[src/pkg/supervisor_pkg.sv]
// constants, pin indices and state encodings for the supervisor
// assumes a single 40 MHz system clock and no software-visible registers
`default_nettype none
package supervisor_pkg;

    // =========================================================
    // clock and times
    localparam int CLK_HZ = 40_000_000;
    localparam int CLK_KHZ = CLK_HZ / 1000;
    localparam int HOLD_TIME_MS = 250;
    localparam int WDOG_TIME_MS = 1000;
    localparam int DEBOUNCE_TIME_MS = 10;
    // least times: kHz times ms is exact here, so no rounding is lost
    localparam int HOLD_CYC_DEF = (HOLD_TIME_MS * CLK_KHZ + 0);
    localparam int WDOG_CYC_DEF = WDOG_TIME_MS * CLK_KHZ;
    localparam int DEBOUNCE_CYC_DEF = DEBOUNCE_TIME_MS * CLK_KHZ;
    localparam int CNT_W_DEF = 26;

    // =========================================================
    // serial command byte
    localparam int BYTE_W = 8;
    localparam int ADDR_W = 7;
    localparam int BIT_CNT_W = 3;
    localparam int DIR_BIT = 7;
    localparam logic DIR_WRITE = 1'b1;

    // =========================================================
    // synchronised pins
    localparam int NPINS = 9;
    localparam int PIN_SUPPLY = 0;
    localparam int PIN_SCLK = 1;
    localparam int PIN_CS = 2;
    localparam int PIN_SDI = 3;
    localparam int PIN_RAM_EN = 4;
    localparam int PIN_UPPER = 5;
    localparam int PIN_LOWER = 6;
    localparam int PIN_KICK = 7;
    localparam int PIN_RST = 8;
    localparam logic [NPINS-1:0] PIN_RST_VAL = 9'h1F0;

    // =========================================================
    // reset causes
    localparam logic [1:0] CAUSE_POWER = 2'h0;
    localparam logic [1:0] CAUSE_WDOG = 2'h1;
    localparam logic [1:0] CAUSE_BUTTON = 2'h2;

    // =========================================================
    // state machines
    typedef enum logic [1:0] {
        ST_FAIL = 2'h0,
        ST_POWERUP = 2'h1,
        ST_RUN = 2'h3,
        ST_PULSE = 2'h2
    } sup_state_type;

    typedef enum logic [1:0] {
        PH_CMD = 2'h0,
        PH_DATA_IN = 2'h1,
        PH_DATA_OUT = 2'h2,
        PH_DONE = 2'h3
    } phase_type;

endpackage
`default_nettype wire

[src/pkg/serial_cmd_if.sv]
// link between the supervisor front end and the serial command decoder
// assumes both ends run on clk_sys; strobes are one cycle wide
`timescale 1ns/1ps
`default_nettype none
interface serial_cmd_if;
    logic frame_on;
    logic bit_rise;
    logic bit_fall;
    logic sdi;
    logic [supervisor_pkg::BYTE_W-1:0] rd_byte;
    logic cmd_valid;
    logic cmd_write;
    logic [supervisor_pkg::ADDR_W-1:0] cmd_addr;
    logic wr_valid;
    logic [supervisor_pkg::BYTE_W-1:0] wr_byte;
    logic sdo;
    logic sdo_en;

    modport link (
        output frame_on, bit_rise, bit_fall, sdi, rd_byte,
        input cmd_valid, cmd_write, cmd_addr, wr_valid, wr_byte, sdo, sdo_en
    );
    modport dec (
        input frame_on, bit_rise, bit_fall, sdi, rd_byte,
        output cmd_valid, cmd_write, cmd_addr, wr_valid, wr_byte, sdo, sdo_en
    );
endinterface
`default_nettype wire

[src/core/serial_cmd_decoder.sv]
// serial command decoder: command byte, one data byte in or out, lsb first
// assumes bit strobes already synchronised and qualified by the front end
`timescale 1ns/1ps
`default_nettype none
module serial_cmd_decoder (
    input wire logic clk_sys,
    input wire logic rstn,
    serial_cmd_if.dec ifc
);
    import supervisor_pkg::*;

    // =========================================================
    // state
    phase_type phase_r;
    logic [BIT_CNT_W-1:0] cnt_r;
    logic [BYTE_W-1:0] shift_r;
    logic [BYTE_W-1:0] out_r;
    logic cmd_valid_r, cmd_write_r, wr_valid_r, sdo_r, sdo_en_r;
    logic [ADDR_W-1:0] cmd_addr_r;
    logic [BYTE_W-1:0] wr_byte_r;

    wire [BYTE_W-1:0] shift_nxt = {ifc.sdi, shift_r[BYTE_W-1:1]};
    wire [BIT_CNT_W-1:0] cnt_nxt = BIT_CNT_W'(cnt_r + 1'b1);
    wire byte_done = (cnt_r == BIT_CNT_W'(BYTE_W - 1));
    wire is_write = (shift_nxt[DIR_BIT] == DIR_WRITE);

    // =========================================================
    // sequencer
    always_ff @(posedge clk_sys) begin
        if (!rstn) begin
            phase_r <= PH_CMD;
            cnt_r <= '0;
            shift_r <= '0;
            out_r <= '0;
            cmd_valid_r <= 1'b0;
            cmd_write_r <= 1'b0;
            cmd_addr_r <= '0;
            wr_valid_r <= 1'b0;
            wr_byte_r <= '0;
            sdo_r <= 1'b0;
            sdo_en_r <= 1'b0;
        end else begin
            cmd_valid_r <= 1'b0;
            wr_valid_r <= 1'b0;
            if (!ifc.frame_on) begin
                // partial transfers are dropped, next select starts clean
                phase_r <= PH_CMD; // [RQ18]
                cnt_r <= '0;
                sdo_en_r <= 1'b0;
            end else begin
                unique case (phase_r)
                    PH_CMD: if (ifc.bit_rise) begin
                        shift_r <= shift_nxt; // [RQ13]
                        cnt_r <= cnt_nxt;
                        if (byte_done) begin
                            cmd_valid_r <= 1'b1;
                            cmd_write_r <= is_write; // [RQ15]
                            cmd_addr_r <= shift_nxt[ADDR_W-1:0]; // [RQ14]
                            phase_r <= is_write ? PH_DATA_IN : PH_DATA_OUT; // [RQ15]
                        end
                    end
                    PH_DATA_IN: if (ifc.bit_rise) begin
                        shift_r <= shift_nxt;
                        cnt_r <= cnt_nxt;
                        if (byte_done) begin
                            wr_valid_r <= 1'b1;
                            wr_byte_r <= shift_nxt;
                            phase_r <= PH_DONE;
                        end
                    end
                    PH_DATA_OUT: if (ifc.bit_fall) begin
                        sdo_en_r <= 1'b1;
                        sdo_r <= (cnt_r == '0) ? ifc.rd_byte[0] : out_r[0];
                        out_r <= (cnt_r == '0) ? (ifc.rd_byte >> 1) : (out_r >> 1);
                        cnt_r <= cnt_nxt;
                        if (byte_done) begin
                            phase_r <= PH_DONE;
                        end
                    end
                    PH_DONE: if (ifc.bit_fall) begin
                        // extra clocks are ignored; line released after last bit
                        sdo_en_r <= 1'b0;
                    end
                endcase
            end
        end
    end

    assign ifc.cmd_valid = cmd_valid_r;
    assign ifc.cmd_write = cmd_write_r;
    assign ifc.cmd_addr = cmd_addr_r;
    assign ifc.wr_valid = wr_valid_r;
    assign ifc.wr_byte = wr_byte_r;
    assign ifc.sdo = sdo_r;
    assign ifc.sdo_en = sdo_en_r;
endmodule // serial_cmd_decoder
`default_nettype wire

[src/core/portable_system_supervisor.sv]
// supervisor top: reset sequencing, watchdog, button, sram gating, serial front
// assumes a 40 MHz clk_sys; all pins arrive asynchronous to it
// Operation
// [RQ1] host holds chip select high during transfers
// [RQ2] host drives ram enable low for sram
// [RQ3] high byte select needs upper and enable
// [RQ4] low byte select needs lower and enable
// [RQ5] interrupt follows flag and enable together
// [RQ6] reset on fail, watchdog, powerup, button
// [RQ7] debounced external reset gives long pulse
// [RQ8] missing watchdog kick forces reset
// [RQ9] supply below threshold asserts reset immediately
// [RQ10] serial ignored while supply is low
// [RQ11] inputs disabled until powerup hold ends; sram select inputs are gated by supply only, not by the hold
// [RQ12] reset held for hold time after return
// [RQ13] first byte of transfer is command
// [RQ14] command bits zero to six address
// [RQ15] command bit seven selects read/write
// [RQ16] sram selects inactive during power transients
// [RQ17] serial bits timed by host clock
// [RQ18] deselect abandons partial transfer
`timescale 1ns/1ps
`default_nettype none
module portable_system_supervisor #(
    parameter int HOLD_CYC = supervisor_pkg::HOLD_CYC_DEF,
    parameter int WDOG_CYC = supervisor_pkg::WDOG_CYC_DEF,
    parameter int DEBOUNCE_CYC = supervisor_pkg::DEBOUNCE_CYC_DEF,
    parameter int CNT_W = supervisor_pkg::CNT_W_DEF
) (
    input wire logic clk_sys,
    input wire logic rstn,
    input wire logic supply_ok,
    input wire logic serial_clk,
    input wire logic serial_cs,
    input wire logic serial_data_in,
    output logic serial_data_out,
    output logic serial_data_oe,
    input wire logic ram_enable_in_n,
    input wire logic upper_byte_sel_n,
    input wire logic lower_byte_sel_n,
    output logic sram_high_byte_select_n,
    output logic sram_low_byte_select_n,
    input wire logic alarm_flag,
    input wire logic alarm_int_enable,
    output logic alarm_int,
    input wire logic watchdog_kick_n,
    input wire logic cpu_reset_in_n,
    output logic cpu_reset_out,
    output logic cpu_reset_oe,
    output logic [1:0] reset_cause,
    output logic access_ok,
    output logic cmd_valid,
    output logic cmd_write,
    output logic [supervisor_pkg::ADDR_W-1:0] cmd_addr,
    output logic wr_valid,
    output logic [supervisor_pkg::BYTE_W-1:0] wr_data,
    input wire logic [supervisor_pkg::BYTE_W-1:0] rd_data
);
    import supervisor_pkg::*;

    // =========================================================
    // pin synchronisers
    // three stages per pin; a change counts once stages two and three agree
    logic [NPINS-1:0] pin_raw;
    logic [NPINS-1:0] sync1_r;
    logic [NPINS-1:0] sync2_r;
    logic [NPINS-1:0] sync3_r;
    logic [NPINS-1:0] pin_lvl_r;
    logic [NPINS-1:0] pin_lvl_nxt;

    assign pin_raw[PIN_SUPPLY] = supply_ok;
    assign pin_raw[PIN_SCLK] = serial_clk;
    assign pin_raw[PIN_CS] = serial_cs;
    assign pin_raw[PIN_SDI] = serial_data_in;
    assign pin_raw[PIN_RAM_EN] = ram_enable_in_n;
    assign pin_raw[PIN_UPPER] = upper_byte_sel_n;
    assign pin_raw[PIN_LOWER] = lower_byte_sel_n;
    assign pin_raw[PIN_KICK] = watchdog_kick_n;
    assign pin_raw[PIN_RST] = cpu_reset_in_n;

    genvar gi;
    generate
        for (gi = 0; gi < NPINS; gi++) begin : g_filt
            assign pin_lvl_nxt[gi] = (sync2_r[gi] == sync3_r[gi]) ? sync2_r[gi] : pin_lvl_r[gi];
        end
    endgenerate

    always_ff @(posedge clk_sys) begin
        if (!rstn) begin
            sync1_r <= PIN_RST_VAL;
            sync2_r <= PIN_RST_VAL;
            sync3_r <= PIN_RST_VAL;
            pin_lvl_r <= PIN_RST_VAL;
        end else begin
            sync1_r <= pin_raw;
            sync2_r <= sync1_r;
            sync3_r <= sync2_r;
            pin_lvl_r <= pin_lvl_nxt;
        end
    end

    wire supply_lvl = pin_lvl_r[PIN_SUPPLY];
    wire sclk_lvl = pin_lvl_r[PIN_SCLK];
    wire cs_lvl = pin_lvl_r[PIN_CS];
    wire ram_en_lvl_n = pin_lvl_r[PIN_RAM_EN];
    wire upper_lvl_n = pin_lvl_r[PIN_UPPER];
    wire lower_lvl_n = pin_lvl_r[PIN_LOWER];
    wire kick_lvl_n = pin_lvl_r[PIN_KICK];
    wire rst_pin_lvl_n = pin_lvl_r[PIN_RST];

    // =========================================================
    // serial clock edges
    logic sclk_prev_r;

    always_ff @(posedge clk_sys) begin
        if (!rstn) begin
            sclk_prev_r <= 1'b0;
        end else begin
            sclk_prev_r <= sclk_lvl;
        end
    end

    wire sclk_rise = sclk_lvl && !sclk_prev_r; // [RQ17]
    wire sclk_fall = !sclk_lvl && sclk_prev_r; // [RQ17]

    // =========================================================
    // reset sequencer
    sup_state_type state_r;
    sup_state_type state_nxt;
    logic [CNT_W-1:0] hold_cnt_r;
    logic [CNT_W-1:0] wdog_cnt_r;
    logic [CNT_W-1:0] deb_cnt_r;
    logic cpu_reset_oe_r;
    logic cpu_reset_out_r;
    logic access_ok_r;
    logic [1:0] cause_r;

    wire hold_done = (hold_cnt_r == CNT_W'(HOLD_CYC - 1));
    wire wdog_hit = (wdog_cnt_r == CNT_W'(WDOG_CYC - 1));
    // own drive reads back low on the pin, so only look while released
    wire button_low = !rst_pin_lvl_n && !cpu_reset_oe_r;
    wire deb_hit = button_low && (deb_cnt_r == CNT_W'(DEBOUNCE_CYC - 1));
    wire kick_seen = !kick_lvl_n;

    always_comb begin
        state_nxt = state_r;
        unique case (state_r)
            ST_FAIL: if (supply_lvl) begin
                state_nxt = ST_POWERUP;
            end
            ST_POWERUP: if (!supply_lvl) begin
                state_nxt = ST_FAIL;
            end else if (hold_done) begin
                state_nxt = ST_RUN; // [RQ12]
            end
            ST_RUN: if (!supply_lvl) begin
                state_nxt = ST_FAIL; // [RQ9]
            end else if (wdog_hit || deb_hit) begin
                state_nxt = ST_PULSE; // [RQ8] [RQ7]
            end
            ST_PULSE: if (!supply_lvl) begin
                state_nxt = ST_FAIL;
            end else if (hold_done) begin
                state_nxt = ST_RUN; // [RQ7]
            end
        endcase
    end

    // hold counter runs only in the timed states and restarts on any move
    wire hold_run = (state_nxt == state_r) && (state_r == ST_POWERUP || state_r == ST_PULSE);
    wire [CNT_W-1:0] hold_cnt_nxt = hold_run ? CNT_W'(hold_cnt_r + 1'b1) : '0;
    wire [CNT_W-1:0] wdog_cnt_nxt = (state_r != ST_RUN || kick_seen) ? '0 : CNT_W'(wdog_cnt_r + 1'b1);
    wire [CNT_W-1:0] deb_cnt_nxt = (state_r != ST_RUN || !button_low) ? '0 : CNT_W'(deb_cnt_r + 1'b1);
    wire reset_nxt = (state_nxt != ST_RUN); // [RQ6]
    wire access_nxt = (state_nxt == ST_RUN) || (state_nxt == ST_PULSE); // [RQ11] [RQ10]
    wire [1:0] cause_nxt = (state_nxt == ST_FAIL) ? CAUSE_POWER :
                           (state_r == ST_RUN && state_nxt == ST_PULSE) ? (wdog_hit ? CAUSE_WDOG : CAUSE_BUTTON) :
                           cause_r;

    always_ff @(posedge clk_sys) begin
        if (!rstn) begin
            state_r <= ST_FAIL;
            hold_cnt_r <= '0;
            wdog_cnt_r <= '0;
            deb_cnt_r <= '0;
            cpu_reset_oe_r <= 1'b1;
            cpu_reset_out_r <= 1'b0;
            access_ok_r <= 1'b0;
            cause_r <= CAUSE_POWER;
        end else begin
            state_r <= state_nxt;
            hold_cnt_r <= hold_cnt_nxt;
            wdog_cnt_r <= wdog_cnt_nxt;
            deb_cnt_r <= deb_cnt_nxt;
            cpu_reset_oe_r <= reset_nxt;
            cpu_reset_out_r <= 1'b0;
            access_ok_r <= access_nxt;
            cause_r <= cause_nxt;
        end
    end

    // =========================================================
    // sram chip enables and interrupt
    logic high_sel_r;
    logic low_sel_r;
    logic alarm_int_r;

    wire ram_open = supply_lvl && !ram_en_lvl_n; // [RQ2] [RQ16]
    wire high_sel_nxt = !(ram_open && !upper_lvl_n); // [RQ3]
    wire low_sel_nxt = !(ram_open && !lower_lvl_n); // [RQ4]
    wire alarm_nxt = alarm_flag && alarm_int_enable; // [RQ5]

    always_ff @(posedge clk_sys) begin
        if (!rstn) begin
            high_sel_r <= 1'b1;
            low_sel_r <= 1'b1;
            alarm_int_r <= 1'b0;
        end else begin
            high_sel_r <= high_sel_nxt;
            low_sel_r <= low_sel_nxt;
            alarm_int_r <= alarm_nxt;
        end
    end

    // =========================================================
    // serial front end
    serial_cmd_if ifc ();

    assign ifc.frame_on = cs_lvl && access_ok_r; // [RQ1] [RQ10] [RQ11]
    assign ifc.bit_rise = sclk_rise;
    assign ifc.bit_fall = sclk_fall;
    assign ifc.sdi = pin_lvl_r[PIN_SDI];
    assign ifc.rd_byte = rd_data;

    serial_cmd_decoder u_dec (
        .clk_sys(clk_sys),
        .rstn(rstn),
        .ifc(ifc)
    );

    // =========================================================
    // outputs
    assign serial_data_out = ifc.sdo;
    assign serial_data_oe = ifc.sdo_en;
    assign sram_high_byte_select_n = high_sel_r;
    assign sram_low_byte_select_n = low_sel_r;
    assign alarm_int = alarm_int_r;
    assign cpu_reset_out = cpu_reset_out_r;
    assign cpu_reset_oe = cpu_reset_oe_r;
    assign reset_cause = cause_r;
    assign access_ok = access_ok_r;
    assign cmd_valid = ifc.cmd_valid;
    assign cmd_write = ifc.cmd_write;
    assign cmd_addr = ifc.cmd_addr;
    assign wr_valid = ifc.wr_valid;
    assign wr_data = ifc.wr_byte;

    // =========================================================
    // checks
    logic [CNT_W-1:0] rst_len_r;

    always_ff @(posedge clk_sys) begin
        if (!rstn) begin
            rst_len_r <= '0;
        end else if (!cpu_reset_oe_r) begin
            rst_len_r <= '0;
        end else if (rst_len_r != '1) begin
            rst_len_r <= CNT_W'(rst_len_r + 1'b1);
        end
    end
endmodule // portable_system_supervisor
`default_nettype wire

[config.mk]
export PLATFORM = sky130hd
export DESIGN_NAME = portable_system_supervisor
export DESIGN_NICKNAME = d
export VERILOG_FILES = /design/src/pkg/supervisor_pkg.sv /design/src/pkg/serial_cmd_if.sv /design/src/core/serial_cmd_decoder.sv /design/src/core/portable_system_supervisor.sv
export SDC_FILE = /design/constraint.sdc
export NUM_CORES = 1
export LEC_CHECK = 0
export ABC_CLOCK_PERIOD_IN_PS = 6000
export BUFFER_PORTS_ARGS = -buffer_cell sky130_fd_sc_hd__buf_4
export CAP_MARGIN = 20
export CORE_MARGIN = 3
export CORE_UTILIZATION = 45
export DETAILED_ROUTE_END_ITERATION = 7
export GPL_ROUTABILITY_DRIVEN = 0
export HOLD_SLACK_MARGIN = 0.12
export PLACE_DENSITY = 0.73
export REMOVE_ABC_BUFFERS = 1
export SYNTH_ARGS = -nofsm -noshare
export SYNTH_HDL_FRONTEND = slang
export SYNTH_HIERARCHICAL = 1
export SYNTH_SLANG_ARGS = --single-unit
[constraint.sdc]
create_clock -name clk_sys -period 6 [get_ports clk_sys]
set_input_delay 0.3 -clock clk_sys [delete_from_list [all_inputs] [get_ports clk_sys]]
set_output_delay 0.3 -clock clk_sys [all_outputs]
set_load 0.1 [all_outputs]
Yosys cells after proc, flatten, opt, wreduce, memory -nomap -nowiden
Index checks and enable logic that the tools add are counted.
{"block": "classes", "mux": 24, "add_sub_neg": 4, "n_bitwise": 1, "n_reduce_logical": 50, "n_eq_ne": 30}
{"operator": "$add 26x1->26 const B", "count": 3}
{"operator": "$eq 26x19->1 const B", "count": 1}
{"operator": "$eq 26x24->1 const B", "count": 1}
{"operator": "$eq 26x26->1 const B", "count": 1}
{"operator": "$mux 2", "count": 12}
{"operator": "$reduce_and 3->1", "count": 6}
{"operator": "$eq 2x2->1 const B", "count": 6}
{"operator": "$ne 2x2->1 const B", "count": 6}
{"operator": "$pmux 2 s3", "count": 2}
{"operator": "$logic_and 1x1->1", "count": 11}
{"operator": "$logic_not 1->1", "count": 11}
{"operator": "$reduce_or 2->1", "count": 5}
{"operator": "$eq 1x1->1", "count": 9}
{"operator": "$reduce_and 4->1", "count": 2}
{"operator": "$mux 7", "count": 1}
{"operator": "$logic_not 2->1", "count": 3}
{"operator": "$mux 3", "count": 2}
{"operator": "$pmux 3 s2", "count": 1}
{"operator": "$logic_or 1x1->1", "count": 5}
{"operator": "$mux 1", "count": 5}
{"operator": "$reduce_and 5->1", "count": 1}
{"operator": "$eq 2x1->1 const B", "count": 2}
{"operator": "$ne 2x1->1 const B", "count": 2}
{"operator": "$reduce_and 2->1", "count": 2}
{"operator": "8 further kinds", "count": 9}
{"block": "word_totals", "elab_cells": 143, "regBits": 165, "inputBits": 21, "output_inout_bits": 28}

Longest topological paths before layout
{"block": "depth", "word_depth": 10, "mapped_depth": 10, "depth_no_buf": 8}

Cells and area by module
The synthesis kept the hierarchy.
{"mod": "portable_system_supervisor", "seq_area_each_um2": 2482.4, "area_per_inst_um2": 5012.3, "cells_per_inst": 555, "n_inst": 1}
{"mod": "serial_cmd_decoder", "seq_area_each_um2": 780.7, "area_per_inst_um2": 1734.2, "cells_per_inst": 178, "n_inst": 1}

Worst setup path after synthesis
OpenSTA, ideal clock, no wires.
{"block": "synth_path", "path_kind": "reg2reg", "from": "reg cpu_reset_oe_r (netlist: cpu_reset_oe)", "to": "reg hold_cnt_r[10]", "path_buffers": 1, "arrival_ns": 2.194, "t_required_ns": 5.879, "setup_time_ns": 0.121, "synth_period_minus_slack_ns": 2.315, "path_stages_with_launch": 8, "path_slack_ns": 3.685, "path_cell_list": "dfxtp_1 > nor2_1 > nand4_1 > or3_1 > a311o_1 > a31oi_4 > buf_6 > nor3_1"}
{"block": "synth_between", "elab_chain_len": 10}
{"item": "start, declared", "line_no": "portable_system_supervisor.sv:133", "source": "logic cpu_reset_oe_r;"}
{"item": "start signal, assigned", "line_no": "portable_system_supervisor.sv:195", "source": "cpu_reset_oe_r <= reset_nxt;"}
{"item": "$logic_not 1->1"}
{"item": "$logic_and 1x1->1", "line_no": "portable_system_supervisor.sv:141", "source": "wire button_low = !rst_pin_lvl_n && !cpu_reset_oe_r;"}
{"item": "$logic_and 1x1->1", "line_no": "portable_system_supervisor.sv:142", "source": "wire deb_hit = button_low && (deb_cnt_r == CNT_W'(DEBOUNCE_CYC - 1));"}
{"item": "$logic_or 1x1->1", "line_no": "portable_system_supervisor.sv:158", "source": "end else if (wdog_hit || deb_hit) begin"}
{"item": "$mux 2", "line_no": "portable_system_supervisor.sv:158"}
{"item": "$mux 2", "line_no": "portable_system_supervisor.sv:156", "source": "ST_RUN: if (!supply_lvl) begin"}
{"item": "$pmux 2 s3", "line_no": "portable_system_supervisor.sv:147", "source": "unique case (state_r)"}
{"item": "$eq 2x2->1", "line_no": "portable_system_supervisor.sv:170", "source": "wire hold_run = (state_nxt == state_r) && (state_r == ST_POWERUP || state_r == ST_PULSE);"}
{"item": "$logic_and 1x1->1", "line_no": "portable_system_supervisor.sv:170"}
{"item": "$reduce_and 2->1 (no line)"}
{"item": "end signal, assigned", "line_no": "portable_system_supervisor.sv:192", "source": "hold_cnt_r <= hold_cnt_nxt;"}
{"item": "end, declared", "line_no": "portable_system_supervisor.sv:130", "source": "logic [CNT_W-1:0] hold_cnt_r;"}
No other way between the ends.
A chain may end at the register's enable or synchronous reset.

Worst setup path in the final report
{"block": "layout_path", "from": "reg state_r[0]", "to": "reg hold_cnt_r[24]"}
{"block": "layout_between", "elab_chain_len": 6, "elab_cells_between_ends": 15, "cone_classes": "eq/ne (4); mux (6); reduce/logical (5)"}
{"item": "start, declared", "line_no": "portable_system_supervisor.sv:128", "source": "sup_state_type state_r;"}
{"item": "start signal, assigned", "line_no": "portable_system_supervisor.sv:191", "source": "state_r <= state_nxt;"}
{"item": "$eq 2x1->1, or another cell as far along", "line_no": "portable_system_supervisor.sv:147, portable_system_supervisor.sv:170"}
{"item": "$reduce_or 2->1 (no line), or another cell as far along"}
{"item": "$pmux 2 s3", "line_no": "portable_system_supervisor.sv:147"}
{"item": "$eq 2x2->1", "line_no": "portable_system_supervisor.sv:170"}
{"item": "$logic_and 1x1->1 *", "line_no": "portable_system_supervisor.sv:170"}
{"item": "$reduce_and 2->1 (no line) *"}
Mark *: on every way between the ends. The rest lies on a longest branch, timed or not.

==> out/metrics.cfg <==
[status]
outcome=complete, no violations

[floorplan]
start_util_pct=46.2
core_area_um2=14600
dieArea_um2=16500
ios=49
rows=44
die_x_um=128
die_h_um=128

[timing]
min_period_over_period_pct=45.2
skew_ps=5.90
hold_violations=0
fin_tns_setup_ps=0
timing.final.max_slew_violations=0
worst_hold_slack_ps=151
fin_crit_ps=2710
maxSlewHeadroom_pct=35.4
fmax_mhz=369
tightest_slew_ps=966
rsz0062_at_grt=no
setup-violations-final=0

[yosys]
synth_cells=733
synth_ff_type=dfxtp_1
seq_area_frac_synth_pct=48.4
async_flop_share_pct=0
ys_ff_latch=163
post-synth-top-area-fraction_pct=48.4
synth_edf_count=0
yosys_warnings=6
yosys.area.top_type=dfxtp_1
syn_avg_cell_area_um2=9.20
netlist_area_um2=6750
yosysUniqueCellTypes=54
synthTopCellsByArea=dfxtp_1 (48%), xnor2_1 (4.7%), nand2_1 (4.3%)

[layout]
fillers=1270
regArea_um2=3260
multi_input_area_um2=3280
final_area_um2=7930
fin_cells=981
utilization_pct=54.3
final_layout_size_suffix_gt1_share_pct=10.8
syn2layout_area_growth_pct=17.5
diodes=0
nNetsFinal=818

[pwr]
vdd_ir_drop_max_v=0.000192
power_frac_comb_pct=1.7
switching_share_pct=20.3
net-switching-power_w=0.000457
internal_power_w=0.00179
power_frac_seq_pct=48.6
clockPowerShare_pct=49.7
leakage_nw=2.85
powerDensity_nw_per_um2=284

[grt]
grt_pass1_wl_um=20200
antenna_found_initial=0
grt_pass1_vias=4542
grt_max_degree=86
track_usage_pct=14.9
grt_overflow=0

[clock_network]
ctsLongestPathBuffers=2
cts_resized=0
cts-root-buf=clkbuf_16
numClockSinks=163
cts-buffers-inserted=17
worstSkewPairLatency_ps=420
cts_tree=built
cts.clk_slew.worst_paths_ps=60
htreeDepth=4

[placed_design]
dp_hpwl_um=7790
dp.cells=938
port_buffers=47
placed_cell_area_um2=7190

[worst_setup_path]
start_kind=flip-flop
cp_slowest_stage_delay_ps=640
path_class=flip-flop to flip-flop
path_buf_inv=1
crit_path_end_kind=flip-flop
worstPathCellList=inv_1 -> ha_1 -> nand4b_1 -> or3_1 -> o41ai_1 -> and2_1 -> a211o_1 -> nor3_1
crit_arrival_ps=2980
path_max_fanout=26
required_ps=6270
worst_path_max_delay_cell=a211o_1
crit_family=compound AO/OA/AOI/OAI gates

[detailed_routing]
wirelength_um=11900
drt_iter0_markers=285
firstDrtPassIters=5
antenna_left=0
viasPerCell=5.08
wl_per_cell_um=12.1
drc=0
vias=4985

[hold_path]
min_path_type=primary input to flip-flop

[run]
maxCapViolations=0

## synth_stat cells, types with 16 or more instances
master and instances:
dfxtp_1 163, nand2_1 78, nor2_1 77, nor3_1 37, xnor2_1 36, nand3_1 32, xor2_1 32, nand2b_1 19
and2_1 18, a21boi_1 17, inv_1 17, nand4_1 17, mux2i_1 16
## metrics by stage
step | power [W] | setup WS (ps)
final | 0.00225 | 3290
after global routing | 0.00232 | 3000
after global placement | 0.00115 | 3330
after floorplan | 0.00113 | 3580
after CTS | 0.00228 | 3280
after detailed placement | 0.00115 | 3290
## worst reg2reg max path, delay by kind of cell (launching register included)
family,cells,cell delay (ps)
DFF,1,460
and+or+nand+nor,4,770
adders and majority gates,1,330
buffers and inverters,1,70
AOI/OAI and AO/OA,2,940
## layout by cell type (no fill, tap or decap), types with 2 or more instances in the layout
master and n:
a31oi_1 2, nand2_1 78, or4_1 3, nor2_1 77, dfxtp_1 163, and3_1 15, or3_1 12, nand2b_1 19
inv_1 17, nor4b_1 6, clkinv_4 2, o211ai_1 2, inv_6 4, clkinvlp_4 4, nand4_1 17, o211a_1 7
nor2b_1 13, and2_1 18, nand4b_1 3, o21ai_0 15, a21boi_1 17, clkbuf_8 2, nand3_1 32, nor4_1 8
a21oi_1 15, ha_1 13, xnor2_1 36, o21a_1 3, nor3_1 37, and4_1 6, xor2_1 32, clkbuf_16 17
mux2i_1 16, dlygate4sd3_1 11, a21boi_0 4, bufinv_16 3, buf_4 47
## power groups by stage
stage / Combinational [W] / Clock [W] / Sequential [W]
2_1_floorplan: 0.0000127 / 0 / 0.00112
3_3_place_gp: 0.0000332 / 0 / 0.00112
3_5_place_dp: 0.0000335 / 0 / 0.00112
4_1_cts: 0.0000391 / 0.00115 / 0.00109
5_1_grt: 0.0000420 / 0.00119 / 0.00109
6_report: 0.0000387 / 0.00112 / 0.00109
## path summary, 6_finish.rpt
path                                               endpoint                  start  slack [ps]  cells past startpoint
worst max-delay path              hold_cnt_r[24]$_SDFF_PN0_  state_r[0]$_SDFF_PN0_        3290                      8
worst min-delay path            u_dec/out_r[6]$_SDFFE_PN0P_             rd_data[7]         150                      3
worst max register to register    hold_cnt_r[24]$_SDFF_PN0_  state_r[0]$_SDFF_PN0_        3290                      8
worst min register to register        sync2_r[8]$_SDFF_PN1_  sync1_r[8]$_SDFF_PN1_         410                      1
## layout make-up
class / count / share of cell area (%)
clock buffer: 19 / 5.72
clock inverter: 13 / 2.18
inverter: 17 / 0.805
multi-input combinational: 527 / 41.4
sequential: 163 / 41.2
tap: 184 / 2.90
timing repair buffer: 58 / 5.84
## flip-flops by register name, summed over array words and instances, names as in the netlist, 2 cells and up
register            flops
deb_cnt_r              26
sync1_r                 9
hold_cnt_r             26
u_dec/cnt_r             3
u_dec/ifc.cmd_addr      7
wdog_cnt_r             26
pin_lvl_r               9
u_dec/shift_r           7
state_r                 2
sync3_r                 9
sync2_r                 9
u_dec/out_r             7
reset_cause             2
u_dec/phase_r           2
u_dec/ifc.wr_byte       8
## layer usage
metal | up-vias | global-route usage, % | wire length, µm
met5 | - | 0 | 0
li1 | 2608 | - | -
met3 | 19 | 3.90 | 431
met2 | 71 | 23.5 | 5240
met4 | 0 | 6.49 | 212
met1 | 2287 | 19.2 | 5970
## repair_timing
item                                   CTS  global route
endpoints found under the hold margin   10             0
buffers inserted                         0             0
hold buffers                            11             0
## logic make-up (layout without fill, tap and decap cells)
logic type | after synthesis | after routing | synth area share [%]
AND/OR/NAND/NOR | 351 | 351 | 26.4
buffers and inverters | 43 | 107 | 3.02
flip-flops | 163 | 163 | 48.4
multiplexers | 16 | 16 | 2.37
adder cells (fa/ha/maj) | 13 | 13 | 2.41
AO/OA/AOI/OAI | 78 | 78 | 8.51
other | 1 | 1 | 0.0556
XOR/XNOR | 68 | 68 | 8.83
No activity file was read; power rests on OpenSTA's default activity.
